<file path="src/shared/ggrb_map.vh">
// Purpose: Register offsets, field positions and reset values of the readback bank
// Assumes: APB byte address = 4 x printed register index
// Notes:   Included by all design files
`ifndef GGRB_MAP_VH
`define GGRB_MAP_VH

// ----------------------------------------------------------------------------
// Register indices (byte address is index times four)
// ----------------------------------------------------------------------------
`define GGRB_IDX_LOCAL_PINS    8'h5C
`define GGRB_IDX_REMOTE_PINS   8'h5D
`define GGRB_IDX_AVG_VCELL_HI  8'h60
`define GGRB_IDX_AVG_VCELL_LO  8'h61
`define GGRB_IDX_VCELL_HI      8'h62
`define GGRB_IDX_VCELL_LO      8'h63
`define GGRB_IDX_TTE_HI        8'h64
`define GGRB_IDX_TTE_LO        8'h65
`define GGRB_IDX_SOC_HI        8'h66
`define GGRB_IDX_SOC_LO        8'h67
`define GGRB_IDX_READY         8'h6A

// ----------------------------------------------------------------------------
// Field positions
// ----------------------------------------------------------------------------
`define GGRB_LOCAL_LVL_MSB     7
`define GGRB_LOCAL_LVL_LSB     4
`define GGRB_THRESH_BIT        0
`define GGRB_REMOTE_LVL_MSB    3
`define GGRB_REMOTE_LVL_LSB    0
`define GGRB_RDY_AVG_BIT       0
`define GGRB_RDY_VCELL_BIT     1
`define GGRB_RDY_TTE_BIT       2
`define GGRB_RDY_SOC_BIT       3

// ----------------------------------------------------------------------------
// Reset values and widths
// ----------------------------------------------------------------------------
`define GGRB_RST_BYTE          8'h00
`define GGRB_RST_WORD          16'h0000
`define GGRB_RST_NIB           4'h0
`define GGRB_RST_THRESH        1'b0
`define GGRB_ADDR_LSB          2
`define GGRB_ZERO_WORD         32'h0000_0000

`endif

</file>
<file path="src/rtl/ggrb_regs.v">
// Purpose: APB readback bank for pin levels, threshold select and gauge results
// Assumes: Single clock; gauge results arrive as whole words with load strobes
// Notes:   Zero wait states; unmapped addresses read zero with pslverr
//
// Contract
// Local pin levels read in bits 7..4, valid only while comparator enabled.
// Bit 0 of local pin register is read/write input threshold select.
// Remote pin levels read in bits 3..0, clearing to zero at reset.
// Averaged cell voltage readable as 16-bit upper/lower byte pair.
// Averaged value is the gauge's 45 second moving average, passed through.
// Instantaneous cell voltage pair at 0x62 upper, 0x63 lower.
// Time to empty pair at 0x64 upper, 0x65 lower.
// Upper byte at even offset, lower at next; all reset to zero.
// State of charge pair with upper byte at 0x66.
// Read-only reliability flag per quantity for software.
// Both bytes of each pair update together for coherent reads.
//
// Our own choice: register access over APB.
`timescale 1ns/1ns
`include "ggrb_map.vh"

module ggrb_regs #(
    parameter NPINS = 4,
    parameter GW    = 16
) (
    // Clock and reset
    input  wire             clk,
    input  wire             rst,
    // APB slave
    input  wire             psel,
    input  wire             penable,
    input  wire             pwrite,
    input  wire [11:0]      paddr,
    input  wire [31:0]      pwdata,
    input  wire [3:0]       pstrb,
    output wire             pready,
    output reg  [31:0]      prdata,
    output reg              pslverr,
    // Local pins
    input  wire [NPINS-1:0] local_pin_level,
    input  wire [NPINS-1:0] pin_comparator_enable,
    output wire             input_threshold_select,
    // Remote pins
    input  wire [NPINS-1:0] remote_pin_level,
    // Gauge averaged cell voltage
    input  wire             avg_vcell_load,
    input  wire [GW-1:0]    avg_vcell_value,
    input  wire             avg_vcell_reliable,
    // Gauge instantaneous cell voltage
    input  wire             vcell_load,
    input  wire [GW-1:0]    vcell_value,
    input  wire             vcell_reliable,
    // Gauge time to empty
    input  wire             tte_load,
    input  wire [GW-1:0]    tte_value,
    input  wire             tte_reliable,
    // Gauge state of charge
    input  wire             soc_load,
    input  wire [GW-1:0]    soc_value,
    input  wire             soc_reliable
);

    // ------------------------------------------------------------------------
    // Local declarations
    // ------------------------------------------------------------------------
    reg               thresh_q;
    reg  [31:0]       rdata_d;
    reg               err_d;
    wire [NPINS-1:0]  local_q;
    wire [NPINS-1:0]  remote_q;
    wire [7:0]        avg_hi;
    wire [7:0]        avg_lo;
    wire [7:0]        vc_hi;
    wire [7:0]        vc_lo;
    wire [7:0]        tte_hi;
    wire [7:0]        tte_lo;
    wire [7:0]        soc_hi;
    wire [7:0]        soc_lo;
    wire              avg_rdy;
    wire              vc_rdy;
    wire              tte_rdy;
    wire              soc_rdy;
    wire [9:0]        idx;
    wire              acc;
    wire              wr_en;

    // Word index from byte address
    function [9:0] word_index;
        input [11:0] a;
        begin
            word_index = a[11:`GGRB_ADDR_LSB];
        end
    endfunction

    // Zero-extend a byte to the bus width
    function [31:0] byte_word;
        input [7:0] b;
        begin
            byte_word = {24'h000000, b};
        end
    endfunction

    assign idx    = word_index(paddr);
    assign acc    = psel & penable;
    assign wr_en  = acc & pwrite;
    // Every access completes at once: nothing here needs wait states
    assign pready = 1'b1;

    // ------------------------------------------------------------------------
    // Pin levels
    // ------------------------------------------------------------------------
    ggrb_pin_sync #(
        .NPINS (NPINS)
    ) u_pins (
        .clk        (clk),
        .rst        (rst),
        .local_lvl  (local_pin_level),
        .cmp_en     (pin_comparator_enable),
        .remote_lvl (remote_pin_level),
        .local_q    (local_q),
        .remote_q   (remote_q)
    );

    // ------------------------------------------------------------------------
    // Gauge pairs
    // ------------------------------------------------------------------------
    // Averaging over the window is done by the gauge; stored as delivered
    ggrb_pair_reg #(.WIDTH(GW)) u_avg (
        .clk       (clk),
        .rst       (rst),
        .load      (avg_vcell_load),
        .din       (avg_vcell_value),
        .valid_in  (avg_vcell_reliable),
        .hi_byte   (avg_hi),
        .lo_byte   (avg_lo),
        .valid_out (avg_rdy)
    );

    ggrb_pair_reg #(.WIDTH(GW)) u_vcell (
        .clk       (clk),
        .rst       (rst),
        .load      (vcell_load),
        .din       (vcell_value),
        .valid_in  (vcell_reliable),
        .hi_byte   (vc_hi),
        .lo_byte   (vc_lo),
        .valid_out (vc_rdy)
    );

    ggrb_pair_reg #(.WIDTH(GW)) u_tte (
        .clk       (clk),
        .rst       (rst),
        .load      (tte_load),
        .din       (tte_value),
        .valid_in  (tte_reliable),
        .hi_byte   (tte_hi),
        .lo_byte   (tte_lo),
        .valid_out (tte_rdy)
    );

    ggrb_pair_reg #(.WIDTH(GW)) u_soc (
        .clk       (clk),
        .rst       (rst),
        .load      (soc_load),
        .din       (soc_value),
        .valid_in  (soc_reliable),
        .hi_byte   (soc_hi),
        .lo_byte   (soc_lo),
        .valid_out (soc_rdy)
    );

    // ------------------------------------------------------------------------
    // Threshold select, the only writable bit
    // ------------------------------------------------------------------------
    always @(posedge clk or posedge rst) begin
        if (rst) begin
            thresh_q <= `GGRB_RST_THRESH;
        end else if (wr_en && idx == {2'b00, `GGRB_IDX_LOCAL_PINS} && pstrb[0]) begin
            thresh_q <= pwdata[`GGRB_THRESH_BIT];
        end
    end

    assign input_threshold_select = thresh_q;

    // ------------------------------------------------------------------------
    // Read decode
    // ------------------------------------------------------------------------
    always @* begin
        rdata_d = `GGRB_ZERO_WORD;
        err_d   = 1'b0;
        if (idx == {2'b00, `GGRB_IDX_LOCAL_PINS}) begin
            rdata_d[`GGRB_LOCAL_LVL_MSB:`GGRB_LOCAL_LVL_LSB] = local_q;
            rdata_d[`GGRB_THRESH_BIT] = thresh_q;
        end else if (idx == {2'b00, `GGRB_IDX_REMOTE_PINS}) begin
            rdata_d[`GGRB_REMOTE_LVL_MSB:`GGRB_REMOTE_LVL_LSB] = remote_q;
        end else if (idx == {2'b00, `GGRB_IDX_AVG_VCELL_HI}) begin
            rdata_d = byte_word(avg_hi);
        end else if (idx == {2'b00, `GGRB_IDX_AVG_VCELL_LO}) begin
            rdata_d = byte_word(avg_lo);
        end else if (idx == {2'b00, `GGRB_IDX_VCELL_HI}) begin
            rdata_d = byte_word(vc_hi);
        end else if (idx == {2'b00, `GGRB_IDX_VCELL_LO}) begin
            rdata_d = byte_word(vc_lo);
        end else if (idx == {2'b00, `GGRB_IDX_TTE_HI}) begin
            rdata_d = byte_word(tte_hi);
        end else if (idx == {2'b00, `GGRB_IDX_TTE_LO}) begin
            rdata_d = byte_word(tte_lo);
        end else if (idx == {2'b00, `GGRB_IDX_SOC_HI}) begin
            rdata_d = byte_word(soc_hi);
        end else if (idx == {2'b00, `GGRB_IDX_SOC_LO}) begin
            rdata_d = byte_word(soc_lo);
        end else if (idx == {2'b00, `GGRB_IDX_READY}) begin
            rdata_d[`GGRB_RDY_AVG_BIT]   = avg_rdy;
            rdata_d[`GGRB_RDY_VCELL_BIT] = vc_rdy;
            rdata_d[`GGRB_RDY_TTE_BIT]   = tte_rdy;
            rdata_d[`GGRB_RDY_SOC_BIT]   = soc_rdy;
        end else begin
            err_d = 1'b1;
        end
    end

    // Data registered in the setup cycle so the access phase sees it stable
    always @(posedge clk or posedge rst) begin
        if (rst) begin
            prdata  <= `GGRB_ZERO_WORD;
            pslverr <= 1'b0;
        end else if (psel && !penable) begin
            prdata  <= pwrite ? `GGRB_ZERO_WORD : rdata_d;
            pslverr <= err_d;
        end else if (!psel) begin
            pslverr <= 1'b0;
        end
    end

endmodule // ggrb_regs

</file>
<file path="src/rtl/ggrb_pair_reg.v">
// Purpose: One 16-bit gauge quantity held as an upper/lower byte pair
// Assumes: Gauge presents a full word with a one-cycle load strobe
// Notes:   Both bytes load on the same edge so a pair read stays coherent
`timescale 1ns/1ns
`include "ggrb_map.vh"

module ggrb_pair_reg #(
    parameter WIDTH = 16
) (
    // Clock and reset
    input  wire             clk,
    input  wire             rst,
    // Gauge side
    input  wire             load,
    input  wire [WIDTH-1:0] din,
    input  wire             valid_in,
    // Readback side
    output wire [7:0]       hi_byte,
    output wire [7:0]       lo_byte,
    output wire             valid_out
);

    reg [WIDTH-1:0] word_q;
    reg             valid_q;

    // ------------------------------------------------------------------------
    // Word capture
    // ------------------------------------------------------------------------
    always @(posedge clk or posedge rst) begin
        if (rst) begin
            word_q  <= `GGRB_RST_WORD;
            valid_q <= 1'b0;
        end else begin
            if (load) begin
                word_q <= din;
            end
            valid_q <= valid_in;
        end
    end

    // Upper byte at the even offset, lower at the odd one
    assign hi_byte   = word_q[WIDTH-1:WIDTH-8];
    assign lo_byte   = word_q[7:0];
    assign valid_out = valid_q;

endmodule // ggrb_pair_reg

</file>
<file path="src/rtl/ggrb_pin_sync.v">
// Purpose: Registers the local and remote pin levels for readback
// Assumes: Inputs already synchronous to clk
// Notes:   A local level with its comparator off reads low
`timescale 1ns/1ns
`include "ggrb_map.vh"

module ggrb_pin_sync #(
    parameter NPINS = 4
) (
    // Clock and reset
    input  wire             clk,
    input  wire             rst,
    // Pin levels
    input  wire [NPINS-1:0] local_lvl,
    input  wire [NPINS-1:0] cmp_en,
    input  wire [NPINS-1:0] remote_lvl,
    // Registered levels
    output reg  [NPINS-1:0] local_q,
    output reg  [NPINS-1:0] remote_q
);

    always @(posedge clk or posedge rst) begin
        if (rst) begin
            local_q  <= `GGRB_RST_NIB;
            remote_q <= `GGRB_RST_NIB;
        end else begin
            // Masked so a disabled comparator never shows a stale level
            local_q  <= local_lvl & cmp_en;
            remote_q <= remote_lvl;
        end
    end

endmodule // ggrb_pin_sync

</file>
<file path="config.mk">
export PLATFORM = sky130hd
export DESIGN_NAME = ggrb_regs
export DESIGN_NICKNAME = d
export VERILOG_FILES = /design/src/rtl/ggrb_regs.v /design/src/rtl/ggrb_pair_reg.v /design/src/rtl/ggrb_pin_sync.v
export VERILOG_INCLUDE_DIRS = /design/src /design/src/shared
export SDC_FILE = /design/constraint.sdc
export NUM_CORES = 1
export LEC_CHECK = 0
export BUFFER_PORTS_ARGS = -buffer_cell sky130_fd_sc_hd__buf_2
export CAP_MARGIN = 15
export CORE_MARGIN = 10
export CORE_UTILIZATION = 30
export DETAILED_ROUTE_END_ITERATION = 8
export SYNTH_ARGS = -nofsm -noshare
export SYNTH_HDL_FRONTEND = slang
export SYNTH_SLANG_ARGS = --single-unit
</file>
<file path="constraint.sdc">
create_clock -name clk -period 3.15 [get_ports clk]
set_input_delay 0.1575 -clock clk [delete_from_list [all_inputs] [get_ports clk]]
set_output_delay 0.1575 -clock clk [all_outputs]
set_load 0.01 [all_outputs]
</file>
==> results of run 1 <==
==> power groups by stage <==
stage / logic, µW / clock network [µW] / registers [µW]
floorplan: 236 / 0 / 1240
global placement: 325 / 0 / 1270
detailed placement: 330 / 0 / 1270
CTS: 341 / 1020 / 1250
global route: 377 / 1080 / 1260
finish: 338 / 996 / 1250
==> final cells by class <==
| type | instances | area, µm² | area share [%] |
|---|---|---|---|
| well taps | 180 | 225 | 4.29 |
| flip-flops and latches | 86 | 2150 | 41.0 |
| inverters | 14 | 53.8 | 1.03 |
| clock buffers | 13 | 270 | 5.15 |
| clock inverters | 1 | 5.00 | 0.0954 |
| repair buffers | 120 | 661 | 12.6 |
| multi-input cells | 260 | 1880 | 35.8 |
==> worst paths after layout <==
| kind | to | slack, ps | cells past startpoint |
|---|---|---|---|
| worst max-delay path | prdata[4] | 1390 | 6 |
| worst min-delay path | u_avg.word_q[8] | 20 | 3 |
| worst max register to register | prdata[2] | 1610 | 5 |
| worst min register to register | prdata[1] | 490 | 2 |
| max in group asynchronous | u_pins.local_q[0] | 2000 | 4 |
| min in group asynchronous | u_vcell.word_q[8] | 450 | 3 |
==> state kept, by name, summed over array words and instances (netlist names) <==
signal and flops:
input_threshold_select 1, prdata 8, pslverr 1, u_avg.valid_out 1, u_avg.word_q 16, u_pins.local_q 4, u_pins.remote_q 4, u_soc.valid_out 1
u_soc.word_q 16, u_tte.valid_out 1, u_tte.word_q 16, u_vcell.valid_out 1, u_vcell.word_q 16
==> logic make-up after synthesis <==
logic type	synth area share, %
buffers and inverters	7.64
AO/OA/AOI/OAI	12.9
multiplexers	17.3
other	0.176
flip-flops	50.4
AND/OR/NAND/NOR	11.6
==> placed cells by master, fill, tap and decap left out, types with 5 or more instances in the layout <==
cell,instances
inv_1,13
nand3_1,8
buf_2,110
o21ai_0,20
conb_1,25
a21oi_1,11
o21ai_1,6
nand2_1,29
a22oi_1,5
nand2b_1,5
mux2_2,58
nor2b_1,5
nor2_1,13
dlygate4sd3_1,9
clkbuf_16,9
dfrtp_1,86
and2_1,7
==> stage by stage <==
stage | worst slack [ps] | utilization [%] | hold WS (ps) | std cells
finish | 1390 | 37.6 | 23.7 | 674
detailed placement | 1080 | 35.0 | 267 | 651
global route | 1240 | 37.6 | 26.8 | 674
global placement | 1090 | 35.0 | 269 | 651
CTS | 1440 | 37.6 | 18.9 | 674
floorplan | 771 | - | 189 | 405
==> metal layers <==
layer	part of all wire [%]	track usage, %	up-vias
li1	-	-	1535
met4	0.79	2.75	0
met5	0	0	-
met2	48	19.9	130
met3	10	5.68	9
met1	41	15.8	1648
==> critical path: stages <==
cell	delay, ps
buf_2	620
inv_1	320
nand2_1	150
a221oi_1	80
a221oi_1	460
o31ai_1	150
==> repair_timing <==
| item | CTS | global route |
|---|---|---|
| endpoints found under the hold margin | 47 | 0 |
| setup buffers | 0 | 0 |
| hold buffers | 9 | 0 |
==> reports/qor.yml, run 1 <==
status:
  status: "finished clean"
pwr:
  power_frac_seq_pct: 48.3
  power_density_nw_per_um2: 492
  power_switching_uw: 634
  power_leakage_uw: 0.00237
  switching_share_pct: 24.5
  total_power_uw: 2580
  pwr-share-comb_pct: 13.1
  pwr-share-clk_pct: 38.6
  p_int_uw: 1950
  vdd_drop_max_mv: 0.300
drt:
  num_vias: 3322
  antenna_left: 0
  first_iter_violations: 271
  viasPerCell: 4.93
  drc: 0
  drt_wl_total_mm: 12.5
  drt-pass1-iter-count: 5
  detail_route.wl_per_cell_um: 18.5
sta:
  tightest_slew_ps: 830
  hold_viol_final: 0
  fin_setup_tns_ps: 0
  finClkSkew_ps: 5.69
  slew_violations: 0
  fmax_mhz: 568
  fin_crit_sh_pct: 55.9
  setup_viol: 0
  slew_headroom_pct: 44.6
  rsz0062_at_grt: "no"
  post-route-min-period_ps: 1760
global_routing:
  grt_overflow: 0
  antenna_found_initial: 0
  grt_pass1_wl_mm: 19.5
  grt_use_total_pct: 12.7
  grt_pass1_vias: 3517
  grt_max_degree: 48
finish:
  drive_gt1_share_pct: 38.7
  n_antenna_cell: 0
  syn2layout_area_growth_pct: 22.8
  stdcell_area_um2: 5250
  final_nets: 628
  n_fill_cell: 1409
worst_setup_path:
  arrival_ps: 1960
  crit_type: "input port to flop"
  timing.rr.start: "u_vcell.word_q[10]"
  cp-end-kind: "flop"
  critPathRequiredTime_ps: 3350
  critPathMaxFanout: 44
  critPathLaunch: "paddr[2]"
  critPathLaunchType: "input port"
synthesis:
  synth_edf_count: 0
  synth.avg_cell_area_um2: 11.2
  synth_cell_types: 56
  synthArstFlopShare_pct: 100
  synth_ff_type: "dfrtp_1"
  yosysSeqAreaShare_pct: 50.4
  ys_ff_latch: 86
  synth_area_leaders: "dfrtp_1, mux2_2, buf_4"
  syn-instance-count: 382
  syn_area_um2: 4270
  synthTopCellsByCount: "dfrtp_1, mux2_2, nand2_1"
  yosys.area.top_type: "dfrtp_1"
  netlist.area_leader.share_pct: 50.4
  synth_most_common_cell: "dfrtp_1"
  yosysWarnings: 0
flow_run:
  max-cap-violations: 0
placement:
  dpl.hpwl_mm: 9.85
  placedInstanceArea_um2: 4880
  gp_congestion: 0.822
  io_buffers: 110
die:
  dieArea_um2: 19400
  start_util_pct: 30.7
  core_um2: 13900
  fp.dieH_um: 139
  io_pins: 172
  dieWidth_um: 139
  row_count: 43
worst_hold_path:
  hold_path.startpoint: "avg_vcell_value[8]"
  hold_path_class: "input port to flop"
clock_tree:
  clk_pin_slew_ps: 60
  cts-root-buf: "clkbuf_16"
  cts_num_sinks: 86
  clockBufferDepth: 2
  cts-htree-levels: 3
  clk_latency_ps: 340
  cts_tree: "done"
  cts_resized: 0
  cts_buffers: 9
(Power assumes the default switching activity.)
==> run 2, diff against run 1 <==
ABC_AREA = 1   (was default)
clock period = 1.5 ns   (was 3.15 ns; I/O delays follow)
==> reports/qor.yml, run 2 <==
die:
  row_count: 44  # was 43
  dieArea_um2: 20100  # was 19,400 µm²
  dieWidth_um: 142  # was 139 µm
  fp.dieH_um: 142  # was 139 µm
  core_um2: 14500  # was 13,900 µm²
  start_util_pct: 30.7  # about the same
  io_pins: 172  # unchanged
worst_setup_path:
  cp_top_family: "simple AND/OR/NAND/NOR gates"  # was buffers and inverters
  arrival_ps: 1570  # was 1960 ps
  timing.rr.start: "u_tte.word_q[5]"  # was u_vcell.word_q[10]
  critPathMaxFanout: 9  # was 44
  crit_type: "input port to flop"  # unchanged
  r2r_end: "prdata[5]"  # was prdata[2]
  critPathMaxStageDelay_ps: 210  # was 620 ps
  crit_chain: "buf_2, nor2_4, nand3_4, inv_6, nand2_1, nand3_1, nand3_1, nand2_1, nand2_1, nand2_1, nand2_1, nand2_1, nand2_1, nand2_1, nand2_1"  # was buf_2, inv_1, nand2_1, a221oi_1, a221oi_1, o31ai_1
  critPathLaunchType: "input port"  # unchanged
  critPathRequiredTime_ps: 1730  # was 3350 ps
  critPathBufInv: 2  # unchanged
  cp-end-kind: "flop"  # unchanged
  reg2regPathDepth: 10  # was 5
  critPathSlowestCell: "nor2_4"  # was buf_2
  timing.critical_path.mode_cell: "nand2_1"  # was a221oi_1
  rrSetupSlack_ps: 210  # was 1610 ps
  critical_path_depth: 15  # was 6
synthesis:
  synthSimpleGateAreaFrac_pct: 22.3  # was 11.6%
  synth_ff_type: "dfrtp_1"  # unchanged
  synth_fa_ha_area_share_pct: 0  # unchanged
  synth_top_family_by_area: "simple AND/OR/NAND/NOR gates"  # was multiplexers
  synth_area_leaders: "dfrtp_1, mux2_2, nand2_1"  # was dfrtp_1, mux2_2, buf_4
  ys_ff_latch: 86  # unchanged
  yosys.area.top_type: "dfrtp_1"  # unchanged
  muxShareOfSynthArea_pct: 10.6  # was 17.3%
  synthTopCellsByCount: "nand2_1, dfrtp_1, inv_1"  # was dfrtp_1, mux2_2, nand2_1
  synth_edf_count: 0  # unchanged
  syn_area_um2: 4460  # was 4270 µm²
  syn-instance-count: 485  # was 382
  yosysWarnings: 0  # unchanged
  synthArstFlopShare_pct: 100  # unchanged
  synth_compound_area_share_pct: 7.69  # was 12.9%
  synth_cell_types: 39  # was 56
  netlist.area_leader.share_pct: 48.3  # was 50.4%
  synth.avg_cell_area_um2: 9.19  # was 11.2 µm²
  yosysSeqAreaShare_pct: 48.3  # was 50.4%
  synth_xor_area_share_pct: 0  # unchanged
  synth_most_common_cell: "nand2_1"  # was dfrtp_1
sta:
  slew_violations: 0  # unchanged
  finClkSkew_ps: 7.37  # was 5.69 ps
  fmax_mhz: 749
  setup_viol: 0  # unchanged
  fin_crit_sh_pct: 89.0
  rsz0062_at_grt: "no"  # unchanged
  setup_slack_ps: 164  # was 1390 ps
  post-route-min-period_ps: 1340
  hold_viol_final: 0  # unchanged
  fin_hold_ws_ps: 17.1  # was 23.7 ps
finish:
  most-common-layout-cells: "nand2_1, buf_2, dfrtp_1"  # was buf_2, dfrtp_1, mux2_2
  multi_input_area_um2: 1900  # was 1880 µm²
  n_fill_cell: 1416  # was 1,409
  syn2layout_area_growth_pct: 44.3  # was 22.8%
  finalNonFillerCells: 890  # was 674
  stdcell_area_um2: 6430  # was 5250 µm²
  final_common_cell: "nand2_1"  # was buf_2
  drive_gt1_share_pct: 34.0  # was 38.7%
  regArea_um2: 2150  # unchanged
  finish.utilization_pct: 44.3  # was 37.6%
  final_nets: 837  # was 628
pwr:
  vdd_drop_max_mv: 0.565  # was 0.300 mV
  pwr-share-comb_pct: 13.4  # was 13.1%
  p_int_uw: 4330  # was 1950 µW
  pwr-share-clk_pct: 40.9  # was 38.6%
  power_density_nw_per_um2: 885  # was 492 nW/µm²
  power_frac_seq_pct: 45.7  # was 48.3%
  switching_share_pct: 23.9  # was 24.5%
  power_switching_uw: 1360  # was 634 µW
  power_leakage_uw: 0.00327  # was 0.00237 µW
worst_hold_path:
  worstHoldPathCells: 3  # unchanged
  hold_path.startpoint: "psel"  # was avg_vcell_value[8]
  holdPathEnd: "pslverr"  # was u_avg.word_q[8]
  hold_path_class: "input port to flop"  # unchanged
clock_tree:
  clk_pin_slew_ps: 60  # about the same
  clockBufferDepth: 2  # unchanged
  clk_latency_ps: 340  # about the same
  cts_tree: "done"  # unchanged
  cts_resized: 0  # unchanged
  cts_num_sinks: 86  # unchanged
  cts-root-buf: "clkbuf_16"  # unchanged
  cts-htree-levels: 3  # unchanged
  cts_buffers: 9  # unchanged
placement:
  dp.cells: 791  # was 651
  gp_congestion: 0.893  # was 0.822
  io_buffers: 110  # unchanged
  placedInstanceArea_um2: 5290  # was 4880 µm²
  pre_cts_ws_ps: -122  # was 1080 ps
  dpl.hpwl_mm: 9.96  # was 9.85 mm
global_routing:
  grt_max_degree: 87  # was 48
  antenna_found_initial: 1  # was 0
  grt_overflow: 0  # unchanged
  grt_use_total_pct: 13.4  # was 12.7%
  grt_pass1_vias: 4216  # was 3,517
  grt_pass1_wl_mm: 21.7  # was 19.5 mm
drt:
  first_iter_violations: 207  # was 271
  detail_route.wl_per_cell_um: 15.0  # was 18.5 µm
  viasPerCell: 4.37  # was 4.93
  drc: 0  # unchanged
  drt-pass1-iter-count: 6  # was 5
  drt_wl_total_mm: 13.4  # was 12.5 mm
  antenna_left: 0  # unchanged
  num_vias: 3890  # was 3,322
flow_run:
  max-cap-violations: 0  # unchanged
status:
  status: "finished clean"  # unchanged
==> run 2: cell type report <==
class | count | share of cell area [%]
multi-input cells | 324 | 29.6
clock buffers | 12 | 4.14
inverters | 60 | 3.71
well taps | 184 | 3.58
flip-flops and latches | 86 | 33.4
repair buffers | 219 | 24.7
diodes | 1 | 0.0389
clock inverters | 4 | 0.836
==> run 2: worst reg2reg max path, cell delays in order (launching register included) <==
cell       delay [ps]
dfrtp_1           390
o2111ai_1         190
nand3_1           110
nand2_1            90
nand2_1            60
nand2_1            60
nand2_1            60
nand2_1            80
nand2_1            50
nand2_1            50
nand2_1            40
==> run 2: metal layers <==
metal / wire length, µm / GRT usage [%] / vias up / share of wire (%)
li1: - / - / 1941 / -
met1: 5840 / 16.7 / 1807 / 44
met2: 6410 / 21.6 / 124 / 48
met3: 806 / 3.47 / 18 / 6.0
met4: 299 / 5.65 / 0 / 2.2
met5: 0 / 0 / - / 0
==> run 2: power by group through the flow <==
| stage | sequential, µW | combinational (µW) | clock [µW] |
|---|---|---|---|
| after global placement | 2640 | 577 | 0 |
| after global routing | 2620 | 851 | 2490 |
| after CTS | 2610 | 764 | 2380 |
| after detailed placement | 2650 | 592 | 0 |
| final | 2610 | 761 | 2330 |
| after floorplan | 2600 | 399 | 0 |
==> run 2: worst max path at each step <==
| stage | from | endpoint | slack, ps |
|---|---|---|---|
| after floorplan | paddr[11] | prdata[0] | 260 |
| final | paddr[11] | prdata[0] | 160 |
| after global placement | paddr[11] | prdata[0] | -100 |
| after CTS | paddr[11] | prdata[0] | 190 |
| after global routing | paddr[11] | prdata[0] | 30 |
| after detailed placement | paddr[11] | prdata[0] | -120 |
==> run 2: what timing repair did <==
item / in CTS / in global routing
buffers inserted: 0 / 0
endpoints found under the hold margin: 163 / 0
hold buffers: 82 / 0
==> run 2: metrics by stage <==
step                      TNS [ps]  total power (µW)
after floorplan                  0              3000
after global routing             0              5960
after global placement        -300              3220
final                            0              5700
after detailed placement      -485              3240
after CTS                        0              5750
==> run 2: logic make-up after synthesis <==
kind of cell,Yosys count
muxes,42
and+or+nand+nor,196
other,2
buffers and inverters,98
AOI/OAI and AO/OA,61
DFF,86
